[src/video_port_pkg.sv]
// Shared constants for the camera video port
// Functional notes
// - Frame sync is edge sensitive; only a rising transition starts a frame.
// - Periodic and irregular sync pulses are both accepted.
// - Frame rate follows sync frequency; one frame per accepted edge.
// - Exposure is level controlled by sync or set by a programmed count.
// - Pixel clock runs at 28 MHz and is forwarded to the transmitter.
// - Data and qualifiers are stable for each rising pixel clock edge.
// - Frame valid is high for the whole frame, low outside frames.
// - Line valid is high for the whole line, low between lines.
// - Pixels count only while frame valid and line valid are both high.
// - Data valid is held high in normal operation; receiver ignores it.
// - Integrate enabled output shows when the sensor is integrating.
// - Each pixel clock carries one 12-bit pixel plus three qualifiers.
package video_port_pkg;
	localparam int PIX_W           = 12;
	localparam int FIFO_DEPTH      = 32;
	localparam int CNT_W           = 16;
	localparam int SYS_CLK_MHZ     = 250;
	localparam int PCLK_MHZ        = 28;
	// Two nominal pixel periods with no edge means the clock is gone
	localparam int PCLK_TIMEOUT_CYC =
		2 * ((SYS_CLK_MHZ + PCLK_MHZ - 1) / PCLK_MHZ);
	localparam logic [CNT_W-1:0] LINE_GAP_PCLK   = 16'h0004;
	localparam logic [CNT_W-1:0] FRAME_EDGE_PCLK = 16'h0002;
	localparam logic [PIX_W-1:0] PIX_RESET       = 12'h000;
	typedef enum logic [2:0] {
		ST_IDLE,
		ST_EXPOSE,
		ST_FRAME_LEAD,
		ST_LINE,
		ST_LINE_GAP,
		ST_FRAME_TAIL
	} port_state_t;
endpackage

[src/pixel_fifo.sv]
// Pixel buffer with registered read data and registered ready
`timescale 1ns/1ps
module pixel_fifo #(
	parameter int WIDTH = 12,
	parameter int DEPTH = 32
) (
	// Clock and reset
	input  wire logic             clk_in,
	input  wire logic             rst_n_in,
	// Fill side
	input  wire logic             in_valid_in,
	output logic                  in_ready_out,
	input  wire logic [WIDTH-1:0] in_data_in,
	// Drain side, data appears one cycle after a pop
	output logic                  out_valid_out,
	input  wire logic             out_ready_in,
	output logic      [WIDTH-1:0] out_data_out
);
	localparam int AW = $clog2(DEPTH);
	localparam int CW = $clog2(DEPTH + 1);
	localparam logic [CW-1:0] FULL_CNT = CW'(DEPTH);

	logic [WIDTH-1:0] mem_r [DEPTH];
	logic [AW-1:0]    wr_ptr_r;
	logic [AW-1:0]    rd_ptr_r;
	logic [CW-1:0]    count_r;
	logic [CW-1:0]    count_nxt;
	logic             push;
	logic             pop;

	// Handshakes on both sides
	assign push      = in_valid_in && in_ready_out;
	assign pop       = out_ready_in && out_valid_out;
	assign count_nxt = count_r + CW'(push) - CW'(pop);

	// Storage has no reset, only pointers, fill level, flags and read data do
	always_ff @(posedge clk_in) begin
		if (push) begin
			mem_r[wr_ptr_r] <= in_data_in;
		end
	end

	// Pointers, fill level and registered flags
	always_ff @(posedge clk_in or negedge rst_n_in) begin
		if (!rst_n_in) begin
			wr_ptr_r      <= '0;
			rd_ptr_r      <= '0;
			count_r       <= '0;
			in_ready_out  <= 1'b0;
			out_valid_out <= 1'b0;
			out_data_out  <= '0;
		end else begin
			if (push) wr_ptr_r <= AW'((32'(wr_ptr_r) + 1) % DEPTH);
			if (pop) begin
				rd_ptr_r     <= AW'((32'(rd_ptr_r) + 1) % DEPTH);
				out_data_out <= mem_r[rd_ptr_r];
			end
			count_r       <= count_nxt;
			in_ready_out  <= (count_nxt != FULL_CNT);
			out_valid_out <= (count_nxt != '0);
		end
	end
endmodule // pixel_fifo

[src/camera_video_port.sv]
// Camera side video port: sync input, exposure, frame and line timing
`timescale 1ns/1ps
module camera_video_port
	import video_port_pkg::*;
(
	// Clock and reset
	input  wire logic             clk_in,
	input  wire logic             rst_n_in,
	// Pins from the frame grabber
	input  wire logic             external_frame_sync_in,
	input  wire logic             pix_clk_in,
	// Configuration levels
	input  wire logic             expo_level_mode_in,
	input  wire logic [CNT_W-1:0] expo_pclk_in,
	input  wire logic [CNT_W-1:0] line_pixels_in,
	input  wire logic [CNT_W-1:0] frame_lines_in,
	// Sensor pixel stream
	input  wire logic             sensor_valid_in,
	output logic                  sensor_ready_out,
	input  wire logic [PIX_W-1:0] sensor_data_in,
	// Link transmitter side
	output logic                  transmitter_clock_input_out,
	output logic      [PIX_W-1:0] pix_data_out,
	output logic                  frame_valid_out,
	output logic                  line_valid_out,
	output logic                  data_valid_out,
	output logic                  integrate_en_out,
	// Status levels
	output logic                  underrun_out,
	output logic                  sync_missed_out,
	output logic                  pclk_lost_out
);
	localparam int TW = $clog2(PCLK_TIMEOUT_CYC + 1);
	localparam logic [TW-1:0] PCLK_TIMEOUT = TW'(PCLK_TIMEOUT_CYC);

	port_state_t      state_r;
	port_state_t      state_nxt;
	logic [2:0]       sync_sh_r;
	logic [2:0]       pclk_sh_r;
	logic             sync_lvl_r;
	logic             pclk_lvl_r;
	logic             sync_pend_r;
	logic             tick_d_r;
	logic             pclk_lvl_d_r;
	logic [CNT_W-1:0] cnt_r;
	logic [CNT_W-1:0] cnt_nxt;
	logic [CNT_W-1:0] line_r;
	logic [CNT_W-1:0] line_nxt;
	logic [TW-1:0]    pclk_wd_r;
	logic             sync_agree;
	logic             pclk_agree;
	logic             sync_rise;
	logic             pclk_rise;
	logic             pclk_fall;
	logic             fifo_valid;
	logic             fifo_pop;
	logic [PIX_W-1:0] fifo_data;
	logic             in_line;
	logic             in_frame;
	logic             cnt_done;
	logic             last_line;
	logic             line_next;

	// Pin filtering: a change counts once the last two stages agree
	assign sync_agree = (sync_sh_r[1] == sync_sh_r[2]);
	assign pclk_agree = (pclk_sh_r[1] == pclk_sh_r[2]);
	assign sync_rise  = sync_agree && sync_sh_r[2] && !sync_lvl_r;
	assign pclk_rise  = pclk_agree && pclk_sh_r[2] && !pclk_lvl_r;
	assign pclk_fall  = pclk_agree && !pclk_sh_r[2] && pclk_lvl_r;

	always_ff @(posedge clk_in or negedge rst_n_in) begin
		if (!rst_n_in) begin
			sync_sh_r  <= 3'h0;
			pclk_sh_r  <= 3'h0;
			sync_lvl_r <= 1'b0;
			pclk_lvl_r <= 1'b0;
		end else begin
			sync_sh_r <= {sync_sh_r[1:0], external_frame_sync_in};
			pclk_sh_r <= {pclk_sh_r[1:0], pix_clk_in};
			if (sync_agree) sync_lvl_r <= sync_sh_r[2];
			if (pclk_agree) pclk_lvl_r <= pclk_sh_r[2];
		end
	end

	// Pixel clock watchdog, since the grabber may stop its oscillator
	always_ff @(posedge clk_in or negedge rst_n_in) begin
		if (!rst_n_in) begin
			pclk_wd_r     <= '0;
			pclk_lost_out <= 1'b0;
		end else begin
			if (pclk_rise || pclk_fall) begin
				pclk_wd_r <= '0;
			end else if (pclk_wd_r != PCLK_TIMEOUT) begin
				pclk_wd_r <= pclk_wd_r + TW'(1);
			end
			pclk_lost_out <= (pclk_wd_r == PCLK_TIMEOUT);
		end
	end

	// Sync edge held until the pixel-clock sequencer takes it; an edge
	// landing in the take cycle is used there, so it never starts twice,
	// and an edge during readout is never queued for later
	always_ff @(posedge clk_in or negedge rst_n_in) begin
		if (!rst_n_in) begin
			sync_pend_r     <= 1'b0;
			sync_missed_out <= 1'b0;
		end else begin
			if (sync_rise && state_r == ST_IDLE && !pclk_rise) begin
				sync_pend_r <= 1'b1;
			end else if (pclk_rise && state_r == ST_IDLE) begin
				sync_pend_r <= 1'b0;
			end
			// Edge during readout cannot start a frame: flag it
			if (sync_rise && state_r != ST_IDLE) begin
				sync_missed_out <= 1'b1;
			end else if (sync_rise) begin
				sync_missed_out <= 1'b0;
			end
		end
	end

	// Sequencer decode, advanced once per pixel clock rise
	assign cnt_done  = (cnt_r == '0);
	assign last_line = (line_r == '0);
	assign in_line   = (state_r == ST_LINE);
	assign in_frame  = (state_r != ST_IDLE) && (state_r != ST_EXPOSE);
	// Pop on the rise that enters or stays in a line, so the word is
	// already registered when the outputs load one cycle later
	assign line_next = (state_nxt == ST_LINE);
	assign fifo_pop  = pclk_rise && line_next && fifo_valid;

	always_comb begin
		state_nxt = state_r;
		cnt_nxt   = (cnt_r == '0) ? cnt_r : cnt_r - 16'h0001;
		line_nxt  = line_r;
		case (state_r)
			ST_IDLE: begin
				// One frame per accepted edge sets the frame rate
				if (sync_pend_r || sync_rise) begin
					state_nxt = ST_EXPOSE;
					cnt_nxt   = expo_pclk_in;
				end
			end
			ST_EXPOSE: begin
				// Level mode ends on sync low, else on the count
				if (expo_level_mode_in ? !sync_lvl_r : cnt_done) begin
					state_nxt = ST_FRAME_LEAD;
					cnt_nxt   = FRAME_EDGE_PCLK;
				end
			end
			ST_FRAME_LEAD: begin
				if (cnt_done) begin
					state_nxt = ST_LINE;
					cnt_nxt   = line_pixels_in - 16'h0001;
					line_nxt  = frame_lines_in - 16'h0001;
				end
			end
			ST_LINE: begin
				if (cnt_done) begin
					state_nxt = last_line ? ST_FRAME_TAIL : ST_LINE_GAP;
					cnt_nxt   = last_line ? FRAME_EDGE_PCLK : LINE_GAP_PCLK;
				end
			end
			ST_LINE_GAP: begin
				if (cnt_done) begin
					state_nxt = ST_LINE;
					cnt_nxt   = line_pixels_in - 16'h0001;
					line_nxt  = line_r - 16'h0001;
				end
			end
			ST_FRAME_TAIL: begin
				if (cnt_done) state_nxt = ST_IDLE;
			end
			default: state_nxt = ST_IDLE;
		endcase
	end

	always_ff @(posedge clk_in or negedge rst_n_in) begin
		if (!rst_n_in) begin
			state_r  <= ST_IDLE;
			cnt_r    <= '0;
			line_r   <= '0;
			tick_d_r <= 1'b0;
		end else begin
			tick_d_r <= pclk_rise;
			if (pclk_rise) begin
				state_r <= state_nxt;
				cnt_r   <= cnt_nxt;
				line_r  <= line_nxt;
			end
		end
	end

	// Outputs load one cycle after the rise so the popped word is ready;
	// the forwarded clock rises a cycle later still, giving setup time
	always_ff @(posedge clk_in or negedge rst_n_in) begin
		if (!rst_n_in) begin
			pix_data_out     <= PIX_RESET;
			frame_valid_out  <= 1'b0;
			line_valid_out   <= 1'b0;
			data_valid_out   <= 1'b0;
			integrate_en_out <= 1'b0;
			underrun_out     <= 1'b0;
			pclk_lvl_d_r     <= 1'b0;
			transmitter_clock_input_out <= 1'b0;
		end else begin
			pclk_lvl_d_r <= pclk_lvl_r;
			transmitter_clock_input_out <= pclk_lvl_d_r;
			data_valid_out <= 1'b1;
			if (tick_d_r) begin
				// All qualifiers update together with the pixel
				frame_valid_out  <= in_frame;
				line_valid_out   <= in_line;
				integrate_en_out <= (state_r == ST_EXPOSE);
				// One pixel per clock; zero when the sensor lags
				pix_data_out <= (in_line && !underrun_out) ?
					fifo_data : PIX_RESET;
			end
			if (pclk_rise && state_r == ST_IDLE) begin
				underrun_out <= 1'b0;
			end else if (pclk_rise && line_next && !fifo_valid) begin
				underrun_out <= 1'b1;
			end
		end
	end

	// Sensor words wait here until the line reaches them
	pixel_fifo #(
		.WIDTH (PIX_W),
		.DEPTH (FIFO_DEPTH)
	) i_pixel_fifo (
		.clk_in        (clk_in),
		.rst_n_in      (rst_n_in),
		.in_valid_in   (sensor_valid_in),
		.in_ready_out  (sensor_ready_out),
		.in_data_in    (sensor_data_in),
		.out_valid_out (fifo_valid),
		.out_ready_in  (fifo_pop),
		.out_data_out  (fifo_data)
	);
endmodule // camera_video_port

[config.mk]
export PLATFORM = sky130hd
export DESIGN_NAME = camera_video_port
export DESIGN_NICKNAME = d
export VERILOG_FILES = /design/src/video_port_pkg.sv /design/src/pixel_fifo.sv /design/src/camera_video_port.sv
export SDC_FILE = /design/constraint.sdc
export NUM_CORES = 1
export LEC_CHECK = 0
export ABC_AREA = 1
export BUFFER_PORTS_ARGS = -buffer_cell sky130_fd_sc_hd__buf_2
export CAP_MARGIN = 20
export CELL_PAD_IN_SITES_DETAIL_PLACEMENT = 0
export CELL_PAD_IN_SITES_GLOBAL_PLACEMENT = 1
export CORE_MARGIN = 5
export CORE_UTILIZATION = 40
export CTS_CLUSTER_DIAMETER = 40
export DETAILED_ROUTE_END_ITERATION = 8
export GPL_TIMING_DRIVEN = 0
export HOLD_SLACK_MARGIN = 0.15
export PLACE_DENSITY = 0.75
export SYNTH_ARGS = -nofsm -noshare
export SYNTH_HDL_FRONTEND = slang
export SYNTH_SLANG_ARGS = --single-unit
[constraint.sdc]
create_clock -name clk_in -period 3.4 [get_ports clk_in]
set_input_delay 0.51 -clock clk_in [delete_from_list [all_inputs] [get_ports clk_in]]
set_output_delay 0.51 -clock clk_in [all_outputs]
set_load 0.02 [all_outputs]
== After elaboration in Yosys (flattened, before gate mapping) ==
Memory sizes are Yosys's and may differ from the RTL's. A register that Yosys moved wholly into a read port is not among the register bits.
Cells that the tools add are included.
Word-level totals
  memories kept: 1
  word-level logic and storage cells: 116
  flip-flop bits (word level): 89
  input bits: 66
  RAM bits: 384
  output and inout bits: 21
Cells by class
  reductions and logical operators: 38
  mux-type cells: 29
  add/sub/neg operators: 9
  eq/ne operators: 14
Memory list
  i_pixel_fifo.mem_r: depth 32, width 12, rd ports 1, clocked after memory_dff 1, wr ports 1, line pixel_fifo.sv:23  | logic [WIDTH-1:0] mem_r [DEPTH];
Operator list (count)
  16-bit 2-to-1 mux: 7
  16-bit case mux with 4 select lines: 1
  16-bit by 1-bit subtractor with 16-bit output (second input constant): 4
  16-bit logical NOT: 2
  16-bit case mux with 2 select lines: 1
  3-bit 2-to-1 mux: 6
  1-bit logical AND: 17
  5-bit by 1-bit adder with 5-bit output (second input constant): 3
  3-bit case mux with 5 select lines: 1
  12-bit 2-to-1 mux: 1
  1-bit 2-to-1 mux: 10
  5-bit 2-to-1 mux: 2
  2-bit nonzero test: 5
  3-bit by 2-bit equality test with 1-bit output (second input constant): 3
  1-bit logical NOT: 7
  6-bit by 1-bit adder with 6-bit output: 1
  3-bit equality test (second input constant): 2
  6-bit != test (second input constant): 1
  6-bit nonzero test: 1
  6-bit by 1-bit subtractor with 6-bit output: 1
  5-bit equality test (second input constant): 1
  5-bit != test (second input constant): 1
  2-bit != test (second input constant): 2
  4-bit AND reduction: 1
  7 further kinds: 9

== Longest topological paths before layout ==
Gate-level depths: netlist of the first run.
  depth in word-level cells: 12
  gate-level depth with buffers: 22
  gate-level depth less buffers: 21

== Cells and area by module ==
A second synthesis of the first run with hierarchy kept.
Second synthesis, totals
  cells, all modules: 2289
  area, all modules: 22177.5 um2
By module, submodules not included
  pixel_fifo: seq. area each 12281.8 um2, area an instance 17559.3 um2, times used 1, cells each 1636
  camera_video_port: seq. area each 1776.7 um2, area an instance 4618.2 um2, times used 1, cells each 653

== Worst setup path after synthesis of the first run ==
OpenSTA, ideal clock, no wires.
  path type: reg-to-reg
  start: register cnt_r[0]
  end: register i_pixel_fifo.in_ready_out
  period minus slack after synthesis: 3265 ps
  setup slack: 135 ps
  data required time: 3272 ps
  setup time: 128 ps
  cell stages (with the launch flop): 22
  path buffers: 1
  arrival: 3137 ps
  path through: dfrtp_1 inv_1 ha_1 nand3_1 nor2_1 nand2_4 nand2_2 nand3_2 nand2_2 nand2_2 nand4_4 buf_6 inv_1 ha_1 inv_1 ha_1 fa_1 nand3_1 nand2_1 xor2_1 nor3b_1 nand2_1
On the way
  longest elaborated chain between the ends: 10
  elaborated cells between the ends (all ways): 13
  classes of those cells: add/sub: 1; eq/ne: 2; mux: 6; reduce/logical: 4
RTL lines
  from (decl): line camera_video_port.sv:45  | logic [CNT_W-1:0] cnt_r;
  from (signal assigned): line camera_video_port.sv:188  | cnt_r <= cnt_nxt;
  16-bit logical NOT (*): line camera_video_port.sv:123  | assign cnt_done = (cnt_r == '0);
  1-bit 2-to-1 mux: line camera_video_port.sv:146  | if (expo_level_mode_in ? !sync_lvl_r : cnt_done) begin
  3-bit 2-to-1 mux: line camera_video_port.sv:146
  3-bit case mux with 5 select lines (*): line camera_video_port.sv:136  | case (state_r)
  3-bit by 2-bit equality test with 1-bit output (*): line camera_video_port.sv:129  | assign line_next = (state_nxt == ST_LINE);
  1-bit logical AND (*) (2 in a row): line camera_video_port.sv:130  | assign fifo_pop = pclk_rise && line_next && fifo_valid;
  1-bit logical AND (*): line pixel_fifo.sv:33  | assign pop = out_ready_in && out_valid_out;
  named net i_pixel_fifo.pop: line pixel_fifo.sv:29  | logic pop;
  6-bit by 1-bit subtractor with 6-bit output (*): line pixel_fifo.sv:34  | assign count_nxt = count_r + CW'(push) - CW'(pop);
  named net i_pixel_fifo.count_nxt[4]: line pixel_fifo.sv:27  | logic [CW-1:0] count_nxt;
  6-bit != test (*): line pixel_fifo.sv:59  | in_ready_out <= (count_nxt != FULL_CNT);
  to (signal assigned): line pixel_fifo.sv:59
  to (decl): line pixel_fifo.sv:12  | output logic in_ready_out,
The timed path passes the listed nets; every way through them passes the cells marked *.
A chain may end at the register's enable or synchronous reset.

== Worst setup path after layout of the first run ==
Same ends and word-level chain as after synthesis.

==> results of run 1 <==
## through the flow
step | hold WS (ns) | total power (W) | area (um^2) | utilization
6_report | 0.211 | 0.0212 | 26600 | 0.484
3_5_place_dp | 0.343 | 0.0135 | 23900 | 0.434
3_3_place_gp | 0.333 | 0.0133 | 23600 | 0.428
2_1_floorplan | 0.214 | 0.0112 | 22200 | -
4_1_cts | 0.176 | 0.0212 | 26500 | 0.482
5_1_grt | 0.219 | 0.0223 | 26600 | 0.484
## cell type report
cell class | count | area [um^2]
Tap cell | 748 | 936
Sequential cell | 485 | 14100
Fill cell | 5033 | 28400
Timing Repair Buffer | 130 | 855
Clock inverter | 50 | 621
Multi-Input combinational cell | 1552 | 7160
Buffer | 98 | 493
Inverter | 161 | 604
Clock buffer | 83 | 1890
## logic make-up (layout without fill, tap and decap cells)
logic type,after synthesis,count (layout),share of synthesized area
AND/OR/NAND/NOR,1240,1240,0.228
flip-flops,485,485,0.633
buffers and inverters,259,522,0.0493
AO/OA/AOI/OAI,248,248,0.0606
XOR/XNOR,41,41,0.0162
adder cells (fa/ha/maj),22,22,0.0127
other,1,1,0.000169
## tightest hold or removal path, delay by kind of cell
| kind | cells | cell delay (ns) |
|---|---|---|
| compound gates | 2 | 0.17 |
| buf+inv | 1 | 0.08 |
## metal layers
metal  global-route usage  share of wire  vias up
met2                0.337           0.45      612
met5                    0              0        -
met4               0.0916          0.041        0
met1                0.288           0.42     7956
li1                     -              -     7991
met3               0.0526          0.085      138
## layout by cell type, fill, tap and decap left out, types with 4 or more instances in the layout
master and n:
sky130_fd_sc_hd__ha_1 20, sky130_fd_sc_hd__clkinv_2 13, sky130_fd_sc_hd__nor2_2 13, sky130_fd_sc_hd__clkinv_1 9
sky130_fd_sc_hd__nor3_1 4, sky130_fd_sc_hd__o211ai_1 6, sky130_fd_sc_hd__or2_2 6, sky130_fd_sc_hd__inv_1 147
sky130_fd_sc_hd__inv_6 8, sky130_fd_sc_hd__clkinvlp_4 4, sky130_fd_sc_hd__nor3_2 5, sky130_fd_sc_hd__inv_2 10
sky130_fd_sc_hd__edfxtp_1 384, sky130_fd_sc_hd__a211oi_1 4, sky130_fd_sc_hd__o21ai_2 7, sky130_fd_sc_hd__nand3_1 102
sky130_fd_sc_hd__buf_2 122, sky130_fd_sc_hd__buf_4 31, sky130_fd_sc_hd__nand3_2 6, sky130_fd_sc_hd__clkbuf_1 46
sky130_fd_sc_hd__bufinv_16 9, sky130_fd_sc_hd__nand2_2 10, sky130_fd_sc_hd__nor2_1 399, sky130_fd_sc_hd__dfrtp_2 5
sky130_fd_sc_hd__nand4_1 25, sky130_fd_sc_hd__clkbuf_16 74, sky130_fd_sc_hd__o21ai_1 14, sky130_fd_sc_hd__buf_6 21
sky130_fd_sc_hd__dfrtp_1 96, sky130_fd_sc_hd__xor2_1 32, sky130_fd_sc_hd__xnor2_1 9, sky130_fd_sc_hd__buf_1 11
sky130_fd_sc_hd__nor2_4 11, sky130_fd_sc_hd__a21oi_1 36, sky130_fd_sc_hd__nand2_1 649, sky130_fd_sc_hd__o21ai_0 167
## what timing repair did
action,in CTS,in global routing
setup buffers,7,5
gates resized for setup,10,20
hold buffers,3,0
endpoints found under the setup margin,3,2
pin swaps,6,5
hold endpoints to repair,37,0
## sequential cells by signal, indices dropped and copies added, names as in the netlist, 5 cells and up
register                   count
line_r                        16
pix_data_out                  12
i_pixel_fifo.wr_ptr_r          5
i_pixel_fifo.out_data_out     12
i_pixel_fifo.rd_ptr_r          5
cnt_r                         16
i_pixel_fifo.mem_r           384
pclk_wd_r                      5
i_pixel_fifo.count_r           6
## report_power, final
| part | switching, W | total (W) | leakage (nW) | internal [W] |
|---|---|---|---|---|
| sequential | 0.000380 | 0.00745 | 4.65 | 0.00707 |
| clock | 0.00287 | 0.00763 | 1.22 | 0.00477 |
| combinational | 0.00437 | 0.00616 | 5.07 | 0.00179 |
## how the worst max path moves through the flow
stage                  start                         to  slack, ns  cells past startpoint
global placement    cnt_r[0]  i_pixel_fifo.in_ready_out      -0.47                     20
floorplan           cnt_r[0]  i_pixel_fifo.in_ready_out       0.14                     21
detailed placement  cnt_r[0]  i_pixel_fifo.in_ready_out      -0.47                     20
global route        cnt_r[1]  i_pixel_fifo.in_ready_out     -0.003                     20
CTS                 cnt_r[0]  i_pixel_fifo.in_ready_out      0.004                     20
finish              cnt_r[0]  i_pixel_fifo.in_ready_out       0.16                     21
==> qor.txt, run 1 <==
Result of the run -> complete, no violations
Async set-or-reset flop fraction in the synthesized netlist -> 0.208
Routability congestion estimate from global placement -> 0.924
Longest individual stage delay on the worst path -> 0.38 ns
Synth Register Bits -> 485
Clk_skew -> 0.0388 ns
Endpoint of the worst-slack reg-to-reg timing path -> i_pixel_fifo.in_ready_out
Slowest cell on the critical path -> sky130_fd_sc_hd__dfrtp_1
Layout Area Growth over Synthesis -> 19.9%
Final net count -> 2,588
Worst hold path stage count -> 3
Startpoint of the tightest hold check path -> expo_pclk_in[6]
Share of layout cells above drive strength 1 -> 0.149
Overall fraction of global-route tracks in use -> 0.215
Number of nets with antenna violations after routing -> 0
Initial standard-cell utilization of the core -> 0.404
Bufs on Longest Clock Path -> 3
Crit start category -> flop
Min-Delay Endpoint -> cnt_r[6]
Grt ovf -> 0
Critical Path, Cell by Cell -> inv_2 -> ha_2 -> nand3_1 -> nor2_2 -> nand2_4 -> nand2_4 -> nand3_2 -> nand2_2 -> nand2_2 -> nand4_4 -> buf_8 -> inv_1 -> ha_1 -> inv_1 -> ha_1 -> fa_2 -> nand3_1 -> nand2_1 -> xor2_1 -> nor3b_2 -> nand2_1
Worst-path clk slew -> 0.05 ns
Half-perimeter wire length after detailed placement -> 45.8 mm
Power density over the cells -> 798 nW/um^2
Width of the chip -> 246 um
DR pass1 iterations -> 5
WL final -> 65.4 mm
Ports -> 87
Type of the worst setup path -> flop to flop
Fmax achieved -> 308 MHz
Synthesized net count -> 2,384
Maximum net fanout on the critical path -> 6
Max-slew headroom -> 0.287
Max Cap Violations -> 0
Cell Rows -> 86
Die Area -> 60,300 um^2
H-tree depth reported by CTS -> 3
Reg2Reg Launch Point -> cnt_r[0]
Data arrival time at the worst-slack endpoint -> 3.72 ns
Data required time at the worst endpoint -> 3.88 ns
VDD IR max -> 0.490 mV
Global-route wire length before repair -> 98.4 mm
Area of the mapped netlist -> 22,200 um^2
Number of global-route vias before repair -> 16,400
Most instantiated flip-flop cell in the synthesis netlist -> sky130_fd_sc_hd__edfxtp_1
TritonCTS Buffers -> 72
Standby leakage power -> 10.9 nW
Initial antenna violation count -> 0
Path type of the worst min-delay path -> input pin to flop
Antenna diode instance count -> 0
Final setup margin -> 0.158 ns
Endpoints failing setup -> 0
Critical path's top delay family -> simple AND/OR/NAND/NOR gates
Count of vias placed by the detailed router -> 16,700
Top post-synthesis cells by area -> sky130_fd_sc_hd__edfxtp_1, sky130_fd_sc_hd__dfrtp_1, sky130_fd_sc_hd__nand2_1, sky130_fd_sc_hd__nor2_1, sky130_fd_sc_hd__o21ai_0
Clk_lat worst skew -> 0.62 ns
Synth area leader -> sky130_fd_sc_hd__edfxtp_1
Area of the core -> 55,000 um^2
Yosys Warn Count -> 0
Root buf cell -> sky130_fd_sc_hd__clkbuf_16
Chip height -> 246 um
Share of the clock period used by the worst path -> 0.954
Number of distinct library cell variants in the gate-level netlist after synthesis -> 46
Number of enable-type register cells in the synthesized netlist -> 384
Placed Cells incl. Taps -> 3,157
Residual DRC count -> 0
Slew at the pin closest to its max-slew limit -> 1.06 ns
Top post-synthesis cells by count -> sky130_fd_sc_hd__nand2_1, sky130_fd_sc_hd__nor2_1, sky130_fd_sc_hd__edfxtp_1, sky130_fd_sc_hd__o21ai_0, sky130_fd_sc_hd__inv_1
Min Clock Period, post-route -> 3.24 ns
Share of synthesized area occupied by flip-flops and latches -> 0.633
Buffers & Inverters on Critical Path -> 4
Number of buffer cells added on primary ports -> 86
Count of non-filler cells in the finished layout -> 3,307
Reg2reg setup slack -> 0.16 ns
Per-instance average area after synthesis -> 9.67 um^2
Max-slew violation total from the final report -> 0
Via density -> 5.05
R2R depth -> 21
Clock sink count -> 485
Largest net degree at the start of global routing -> 67
Wire per inst -> 19.8 um
TNS Setup -> 0 ns
TritonCTS clock tree -> built
Top-count cell post-synth -> sky130_fd_sc_hd__nand2_1
Post-synthesis cell count -> 2,296
Area share of the largest cell type after synthesis -> 0.520
DR iter-0 viols -> 1,615
Total count of hold-check failures in the final report -> 0
Crit path capture type -> flop
Post-placement worst setup slack -> -0.470 ns
Note: power is estimated with default switching activity, not from simulation.
==> inputs of run 2 (changes only) <==
--- a/config.mk
+++ b/config.mk
@@ -6,7 +6,7 @@
 export NUM_CORES = 1
 export LEC_CHECK = 0
 export ABC_AREA = 1
-export BUFFER_PORTS_ARGS = -buffer_cell sky130_fd_sc_hd__buf_2
+export ABC_CLOCK_PERIOD_IN_PS = 3400
 export CAP_MARGIN = 20
 export CELL_PAD_IN_SITES_DETAIL_PLACEMENT = 0
 export CELL_PAD_IN_SITES_GLOBAL_PLACEMENT = 1
@@ -14,9 +14,10 @@
 export CORE_UTILIZATION = 40
 export CTS_CLUSTER_DIAMETER = 40
 export DETAILED_ROUTE_END_ITERATION = 8
+export DONT_BUFFER_PORTS = 1
 export GPL_TIMING_DRIVEN = 0
 export HOLD_SLACK_MARGIN = 0.15
-export PLACE_DENSITY = 0.75
+export PLACE_DENSITY = 0.73
 export SYNTH_ARGS = -nofsm -noshare
 export SYNTH_HDL_FRONTEND = slang
 export SYNTH_SLANG_ARGS = --single-unit
==> run 2 against run 1 <==
- power down 1.2%
- global-route usage decreased by 0.34 points
- die area stayed put
- critical path depth down 1
- via count fell by 1.0%
- count of clock-buffer cells in the layout increased by 7
- clock skew down 0.011 ns
- wire length is 0.43% lower
- highest routed layer unchanged
- cell count decreased by 1.8%
- flip-flop and latch count unchanged
- maximum frequency shrank 0.14%
==> qor.txt, run 2 (synthesis gave the netlist of run 1 again) <==
Half-perimeter wire length after detailed placement -> 45.3 mm (-1.2%)
Cell Rows -> 86 (unchanged)
Endpoints failing setup -> 0 (unchanged)
TritonCTS Buffers -> 76 (+5.6%)
Critical path launch point -> cnt_r[4]
Reg2reg setup slack -> 0.15 ns (about the same)
Commonest non-fill, non-tap cell in the layout -> sky130_fd_sc_hd__nand2_1
Ports -> 87 (unchanged)
Clock sink count -> 485 (unchanged)
Grt ovf -> 0 (unchanged)
Highest layer used for signal routing -> met4
Final setup margin -> 0.153 ns (-0.00445 ns)
Routability congestion estimate from global placement -> 0.992 (+7.4%)
Crit start category -> flop
Path type of the worst min-delay path -> input pin to flop
DR iter-0 viols -> 1,438 (-11%)
Number of buffer cells added on primary ports -> 0 (-100%)
Bufs on Longest Clock Path -> 3 (unchanged)
Critical Path, Cell by Cell -> nor2_4 -> nand2_2 -> nor2_4 -> nand2_4 -> nand2_4 -> nand3_2 -> nand2_2 -> nand2_2 -> nand4_4 -> buf_8 -> inv_1 -> ha_1 -> inv_1 -> ha_2 -> fa_2 -> nand3_1 -> nand2_1 -> xor2_1 -> nor3b_2 -> nand2_1
H-tree depth reported by CTS -> 3 (unchanged)
WL final -> 65.1 mm (-0.43%)
Critical path's top delay family -> simple AND/OR/NAND/NOR gates
Total stage count of the critical path -> 20 (-4.8%)
Width of the chip -> 246 um (unchanged)
Clk_lat worst skew -> 0.62 ns (about the same)
VDD IR max -> 0.440 mV (-10%)
Largest reg by FF count -> i_pixel_fifo.mem_r
Top cell by count, worst path -> sky130_fd_sc_hd__nand2_2
Longest individual stage delay on the worst path -> 0.43 ns (+0.05 ns)
Residual DRC count -> 0 (unchanged)
Largest registers -> i_pixel_fifo.mem_r (384), cnt_r (16), line_r (16)
Chip height -> 246 um (unchanged)
Worst-path clk slew -> 0.05 ns (about the same)
Worst hold margin -> 0.187 ns (-0.0242 ns)
DR pass1 iterations -> 5 (unchanged)
Share of the clock period used by the worst path -> 0.955 (+0.00131)
Count of vias placed by the detailed router -> 16,500 (-1.0%)
Data arrival time at the worst-slack endpoint -> 3.72 ns (about the same)
Leading cell types in the layout, fill and taps excluded -> sky130_fd_sc_hd__nand2_1, sky130_fd_sc_hd__nor2_1, sky130_fd_sc_hd__edfxtp_1
Layout Area Growth over Synthesis -> 19.5%
TritonCTS clock tree -> built
Power density over the cells -> 792 nW/um^2 (-0.82%)
Maximum net fanout on the critical path -> 5 (-1)
Total count of hold-check failures in the final report -> 0 (unchanged)
Area of the core -> 55,000 um^2 (unchanged)
Share of layout cells above drive strength 1 -> 0.126 (-0.0232)
Die Area -> 60,300 um^2 (unchanged)
Wire per inst -> 20.1 um (+1.4%)
Slew at the pin closest to its max-slew limit -> 0.929 ns (-0.136 ns)
Via density -> 5.09 (+0.82%)
Routed met3 length -> 5.36 mm (-3.2%)
Number of global-route vias before repair -> 16,000 (-2.7%)
Max-slew violation total from the final report -> 0 (unchanged)
Initial standard-cell utilization of the core -> 0.404 (unchanged)
Max Cap Violations -> 0 (unchanged)
Max FFs per register -> 384 (unchanged)
Final net count -> 2,522 (-2.6%)
Result of the run -> complete, no violations
Type of the worst setup path -> flop to flop
R2R depth -> 20 (-4.8%)
Buffers & Inverters on Critical Path -> 3 (-1)
Reg2Reg Launch Point -> cnt_r[4]
Post-placement worst setup slack -> -0.507 ns (-0.0373 ns)
Slowest cell on the critical path -> sky130_fd_sc_hd__dfrtp_1
Data required time at the worst endpoint -> 3.87 ns (about the same)
Crit path capture type -> flop
End of the critical path -> i_pixel_fifo.out_valid_out
Initial antenna violation count -> 1 (+1)
Endpoint of the worst-slack reg-to-reg timing path -> i_pixel_fifo.out_valid_out
Overall fraction of global-route tracks in use -> 0.212 (-0.00340)
Routed metal-1 wirelength -> 27.2 mm (-1.6%)
Met2 Routed Length -> 30.4 mm (+2.9%)
Number of nets with antenna violations after routing -> 0 (unchanged)
Fmax achieved -> 308 MHz (-0.14%)
Global-route wire length before repair -> 96.5 mm (-1.9%)
Clk_skew -> 0.0276 ns (-0.0112 ns)
Standby leakage power -> 10.7 nW (-1.9%)
Root buf cell -> sky130_fd_sc_hd__clkbuf_16
Largest net degree at the start of global routing -> 102 (+52%)
Max-slew headroom -> 0.380 (+0.0926)
Min Clock Period, post-route -> 3.25 ns (+0.00445 ns)
## run 2: cell count changes in the layout (fill, tap and decap cells not counted), moves of 3 or more
cell | before | now
sky130_fd_sc_hd__buf_2 | 122 | 37
sky130_fd_sc_hd__buf_12 | 0 | 12
sky130_fd_sc_hd__bufinv_16 | 9 | 4
sky130_fd_sc_hd__buf_6 | 21 | 17
sky130_fd_sc_hd__clkbuf_16 | 74 | 78
sky130_fd_sc_hd__dlygate4sd3_1 | 3 | 7
sky130_fd_sc_hd__inv_6 | 8 | 12
sky130_fd_sc_hd__buf_4 | 31 | 34
sky130_fd_sc_hd__clkbuf_8 | 0 | 3
sky130_fd_sc_hd__clkinv_4 | 3 | 6
sky130_fd_sc_hd__clkinv_8 | 1 | 4
sky130_fd_sc_hd__inv_16 | 3 | 0
## run 2: metrics by stage
stage,setup TNS [ns],instance area (um^2),util,power (W),cells
2_1_floorplan,0,22200,-,0.0112,2296
3_3_place_gp,-0.922,23100,0.421,0.0130,3044
3_5_place_dp,-1.06,23400,0.426,0.0131,3073
4_1_cts,0,26400,0.480,0.0210,3241
5_1_grt,-0.0533,26500,0.482,0.0221,3246
6_report,0,26500,0.482,0.0210,3247
## run 2: layout make-up
cell class,count,area (um^2)
Fill cell,5107,28500
Buffer,98,493
Sequential cell,485,14100
Multi-Input combinational cell,1552,7180
Antenna cell,1,2.50
Tap cell,748,936
Clock buffer,90,2030
Clock inverter,52,524
Timing Repair Buffer,60,687
Inverter,161,604
## run 2: routing by layer
metal	up-vias	track usage
met1	7924	0.277
met3	121	0.0545
li1	7892	-
met5	-	0
met4	0	0.0770
met2	592	0.344
## run 2: worst min-delay path by stage
stage                            from                   endpoint  slack, ns  cells after the start
floorplan                    rst_n_in                   cnt_r[0]       0.21                      0
global placement             rst_n_in                  cnt_r[13]       0.22                      0
detailed placement           rst_n_in                  cnt_r[13]       0.22                      0
CTS                   expo_pclk_in[9]                   cnt_r[9]       0.16                      4
global route        sensor_data_in[7]  i_pixel_fifo.mem_r[12][7]       0.19                      1
finish                expo_pclk_in[5]                   cnt_r[5]       0.19                      2
## run 2: power by group
part	total (W)	internal, W	switching, W
Clock	0.00762	0.00467	0.00295
Sequential	0.00749	0.00706	0.000427
Combinational	0.00589	0.00175	0.00414
Total	0.0210	0.0135	0.00751
## run 2: timing repair
action                     in CTS  in global routing
hold buffers                   20                  0
gates cloned                    0                  0
buffers inserted                6                  3
hold endpoints to repair      491                  0
pin swaps                       3                  6
resized for setup              11                 22
setup endpoints to repair       3                  2
==> inputs of run 3 (changes only) <==
--- a/config.mk
+++ b/config.mk
@@ -7,7 +7,6 @@
 export LEC_CHECK = 0
 export ABC_AREA = 1
 export ABC_CLOCK_PERIOD_IN_PS = 3400
-export CAP_MARGIN = 20
 export CELL_PAD_IN_SITES_DETAIL_PLACEMENT = 0
 export CELL_PAD_IN_SITES_GLOBAL_PLACEMENT = 1
 export CORE_MARGIN = 5
@@ -17,7 +16,7 @@
 export DONT_BUFFER_PORTS = 1
 export GPL_TIMING_DRIVEN = 0
 export HOLD_SLACK_MARGIN = 0.15
-export PLACE_DENSITY = 0.73
+export PLACE_DENSITY = 0.68
 export SYNTH_ARGS = -nofsm -noshare
 export SYNTH_HDL_FRONTEND = slang
 export SYNTH_SLANG_ARGS = --single-unit
==> run 3 against run 2 <==
- flip-flop and latch count stayed put
- largest cell class unchanged
- highest routed layer unchanged
- wire length is 3.0% higher
- clock skew is 0.0068 ns lower
- largest power group unchanged
- cell count is 0.52% lower
- non-clock buffer count is 16 lower
- critical endpoint is now i_pixel_fifo.in_ready_out
- register-to-register slack better by 0.06 ns
- count of clock-buffer cells in the layout is 2 lower
- power is 1.7% higher
- via count is 0.73% lower
- critical path depth stayed put
==> qor.txt, run 3 (synthesis gave the netlist of run 1 again) <==
Data required time at the worst endpoint -> 3.88 ns (about the same)
Number of global-route vias before repair -> 16,100 (+0.74%)
Clock sink count -> 485 (unchanged)
Total count of hold-check failures in the final report -> 0 (unchanged)
Area of the multi-input gates -> 7180 um^2 (unchanged)
Top cell by count, worst path -> sky130_fd_sc_hd__nand2_4
Max-slew headroom -> 0.0446 (-0.335)
Initial standard-cell utilization of the core -> 0.404 (unchanged)
Longest individual stage delay on the worst path -> 0.39 ns (-0.04 ns)
Min Clock Period, post-route -> 3.19 ns (-0.0578 ns)
Number of buffer cells added on primary ports -> 0 (unchanged)
VDD IR max -> 0.407 mV (-7.5%)
Die Area -> 60,300 um^2 (unchanged)
Type of the worst setup path -> flop to flop
Largest reg by FF count -> i_pixel_fifo.mem_r
Area of placed instances -> 23,300 um^2 (-0.55%)
Layout Area Growth over Synthesis -> 19.0%
Area of the core -> 55,000 um^2 (unchanged)
WL final -> 67.1 mm (+3.0%)
Half-perimeter wire length after detailed placement -> 45.7 mm (+0.86%)
Commonest non-fill, non-tap cell in the layout -> sky130_fd_sc_hd__nand2_1
Max-slew violation total from the final report -> 0 (unchanged)
Width of the chip -> 246 um (unchanged)
Number of nets with antenna violations after routing -> 0 (unchanged)
Buffers & Inverters on Critical Path -> 4 (+1)
Max FFs per register -> 384 (unchanged)
Critical Path, Cell by Cell -> inv_2 -> ha_4 -> nand3_1 -> nor2_2 -> nand2_4 -> nand2_4 -> nand3_4 -> nand2_4 -> nand2_2 -> nand4_4 -> buf_6 -> inv_2 -> ha_1 -> inv_1 -> ha_1 -> fa_2 -> xor2_1 -> nor3_1 -> nor3b_2 -> nand2_1
Max Cap Violations -> 0 (unchanged)
Crit start category -> flop
Via density -> 5.08 (-0.21%)
DR pass1 iterations -> 8 (+3)
Critical path's top delay family -> simple AND/OR/NAND/NOR gates
Worst-path clk slew -> 0.06 ns (about the same)
Root buf cell -> sky130_fd_sc_hd__clkbuf_16
Ports -> 87 (unchanged)
Largest registers -> i_pixel_fifo.mem_r (384), cnt_r (16), line_r (16)
Finished layout cell area -> 26,400 um^2 (-0.38%)
Largest net degree at the start of global routing -> 102 (unchanged)
Standby leakage power -> 10.6 nW (-1.1%)
Initial antenna violation count -> 0 (-1)
Count of non-filler cells in the finished layout -> 3,230 (-0.52%)
Slew at the pin closest to its max-slew limit -> 1.43 ns (+0.499 ns)
Bufs on Longest Clock Path -> 3 (unchanged)
Clk_skew -> 0.0208 ns (-0.00680 ns)
Filler Cell Count -> 5,067 (-0.78%)
Share of layout cells above drive strength 1 -> 0.127 (+0.000410)
Crit path capture type -> flop
Routability congestion estimate from global placement -> 0.918 (-7.5%)
Share of the clock period used by the worst path -> 0.938 (-0.0170)
Global-route wire length before repair -> 99.6 mm (+3.2%)
Slowest cell on the critical path -> sky130_fd_sc_hd__dfrtp_1
Antenna diode instance count -> 0 (-1)
Maximum net fanout on the critical path -> 4 (-1)
Worst hold margin -> 0.180 ns (-0.00746 ns)
Endpoints failing setup -> 0 (unchanged)
TritonCTS clock tree -> built
Result of the run -> complete, no violations
Chip height -> 246 um (unchanged)
Final net count -> 2,508 (-0.56%)
Fmax achieved -> 314 MHz (+1.8%)
Setup repair after global routing missed its margin -> no
Placed Cells incl. Taps -> 3,053 (-0.65%)
TritonCTS Buffers -> 78 (+2.6%)
Clk_lat worst skew -> 0.61 ns (about the same)
H-tree depth reported by CTS -> 3 (unchanged)
Path type of the worst min-delay path -> input pin to flop
DR iter-0 viols -> 1,294 (-10%)
Power density over the cells -> 808 nW/um^2 (+2.1%)
Storage element area -> 14,100 um^2 (about the same)
Wire per inst -> 20.8 um (+3.6%)
Overall fraction of global-route tracks in use -> 0.220 (+0.00768)
Count of vias placed by the detailed router -> 16,400 (-0.73%)
Grt ovf -> 0 (unchanged)
Residual DRC count -> 0 (unchanged)
Data arrival time at the worst-slack endpoint -> 3.67 ns (-0.05 ns)
Leading cell types in the layout, fill and taps excluded -> sky130_fd_sc_hd__nand2_1, sky130_fd_sc_hd__nor2_1, sky130_fd_sc_hd__edfxtp_1
Cell Rows -> 86 (unchanged)
[run 3: cell types whose count changed in the layout (fill, tap and decap cells not counted), sizes merged]
cell / delta
buf: -15
clkbuf: -2
clkinv: -4
clkinvlp: +3
diode: -1
dlygate4sd3: -1
inv: +3
[run 3: metal layers]
| layer | track usage | vias up | wire [um] |
|---|---|---|---|
| li1 | - | 7847 | - |
| met1 | 0.291 | 7937 | 29100 |
| met2 | 0.363 | 518 | 31500 |
| met3 | 0.0454 | 106 | 4620 |
| met4 | 0.0730 | 0 | 1880 |
| met5 | 0 | - | 0 |
[run 3: area by class of cell]
type | count | area share
inverters | 161 | 0.0229
repair buffers | 44 | 0.0215
clock buffers | 88 | 0.0753
clock inverters | 54 | 0.0218
multi-input cells | 1552 | 0.272
flip-flops and latches | 485 | 0.533
plain buffers | 98 | 0.0185
well taps | 748 | 0.0354
[run 3: per-stage QoR]
| step | setup WS, ns | setup TNS (ns) | power, W | util |
|---|---|---|---|---|
| after global routing | 0.0292 | 0 | 0.0224 | 0.480 |
| final | 0.211 | 0 | 0.0214 | 0.480 |
| after CTS | 0.0835 | 0 | 0.0213 | 0.478 |
| after floorplan | 0.135 | 0 | 0.0112 | - |
| after global placement | -0.468 | -0.976 | 0.0132 | 0.421 |
| after detailed placement | -0.460 | -1.01 | 0.0133 | 0.423 |
[run 3: path summary, 6_finish.rpt]
check                                         endpoint             from  depth (start not counted)  slack [ns]
max                          i_pixel_fifo.in_ready_out         cnt_r[1]                         20        0.21
max reg2reg                  i_pixel_fifo.in_ready_out         cnt_r[1]                         20        0.21
min                                           cnt_r[5]  expo_pclk_in[5]                          2        0.18
max in group asynchronous                    cnt_r[13]         rst_n_in                          2        2.39
min in group asynchronous                    line_r[5]         rst_n_in                          2        0.54
min reg2reg                transmitter_clock_input_out     pclk_lvl_d_r                          0        0.35
[run 3: worst register-to-register path, cell delays in order, from the launching register on]
cell                      delay [ns]
sky130_fd_sc_hd__dfrtp_1        0.39
sky130_fd_sc_hd__inv_2          0.09
sky130_fd_sc_hd__ha_4           0.14
sky130_fd_sc_hd__nand3_1        0.08
sky130_fd_sc_hd__nor2_2         0.16
sky130_fd_sc_hd__nand2_4        0.10
sky130_fd_sc_hd__nand2_4        0.09
sky130_fd_sc_hd__nand3_4        0.09
sky130_fd_sc_hd__nand2_4        0.10
sky130_fd_sc_hd__nand2_2        0.08
sky130_fd_sc_hd__nand4_4        0.08
sky130_fd_sc_hd__buf_6          0.11
sky130_fd_sc_hd__inv_2          0.05
sky130_fd_sc_hd__ha_1           0.27
sky130_fd_sc_hd__inv_1          0.04
sky130_fd_sc_hd__ha_1           0.20
sky130_fd_sc_hd__fa_2           0.36
sky130_fd_sc_hd__xor2_1         0.17
sky130_fd_sc_hd__nor3_1         0.18
sky130_fd_sc_hd__nor3b_2        0.21
sky130_fd_sc_hd__nand2_1        0.09
[run 3: repair_timing]
action | 4_1_cts | 5_1_grt
hold buffers | 19 | 0
endpoints found under the hold margin | 490 | 0
endpoints found under the setup margin | 3 | 2
pin swaps | 4 | 11
resized for setup | 14 | 24
buffers inserted | 8 | 7
[run 3: power breakdown]
| group | switching, W | leakage, nW | internal, W |
|---|---|---|---|
| logic | 0.00438 | 4.74 | 0.00176 |
| clock network | 0.00306 | 1.23 | 0.00464 |
| registers | 0.000433 | 4.65 | 0.00707 |
| total | 0.00788 | 10.6 | 0.0135 |
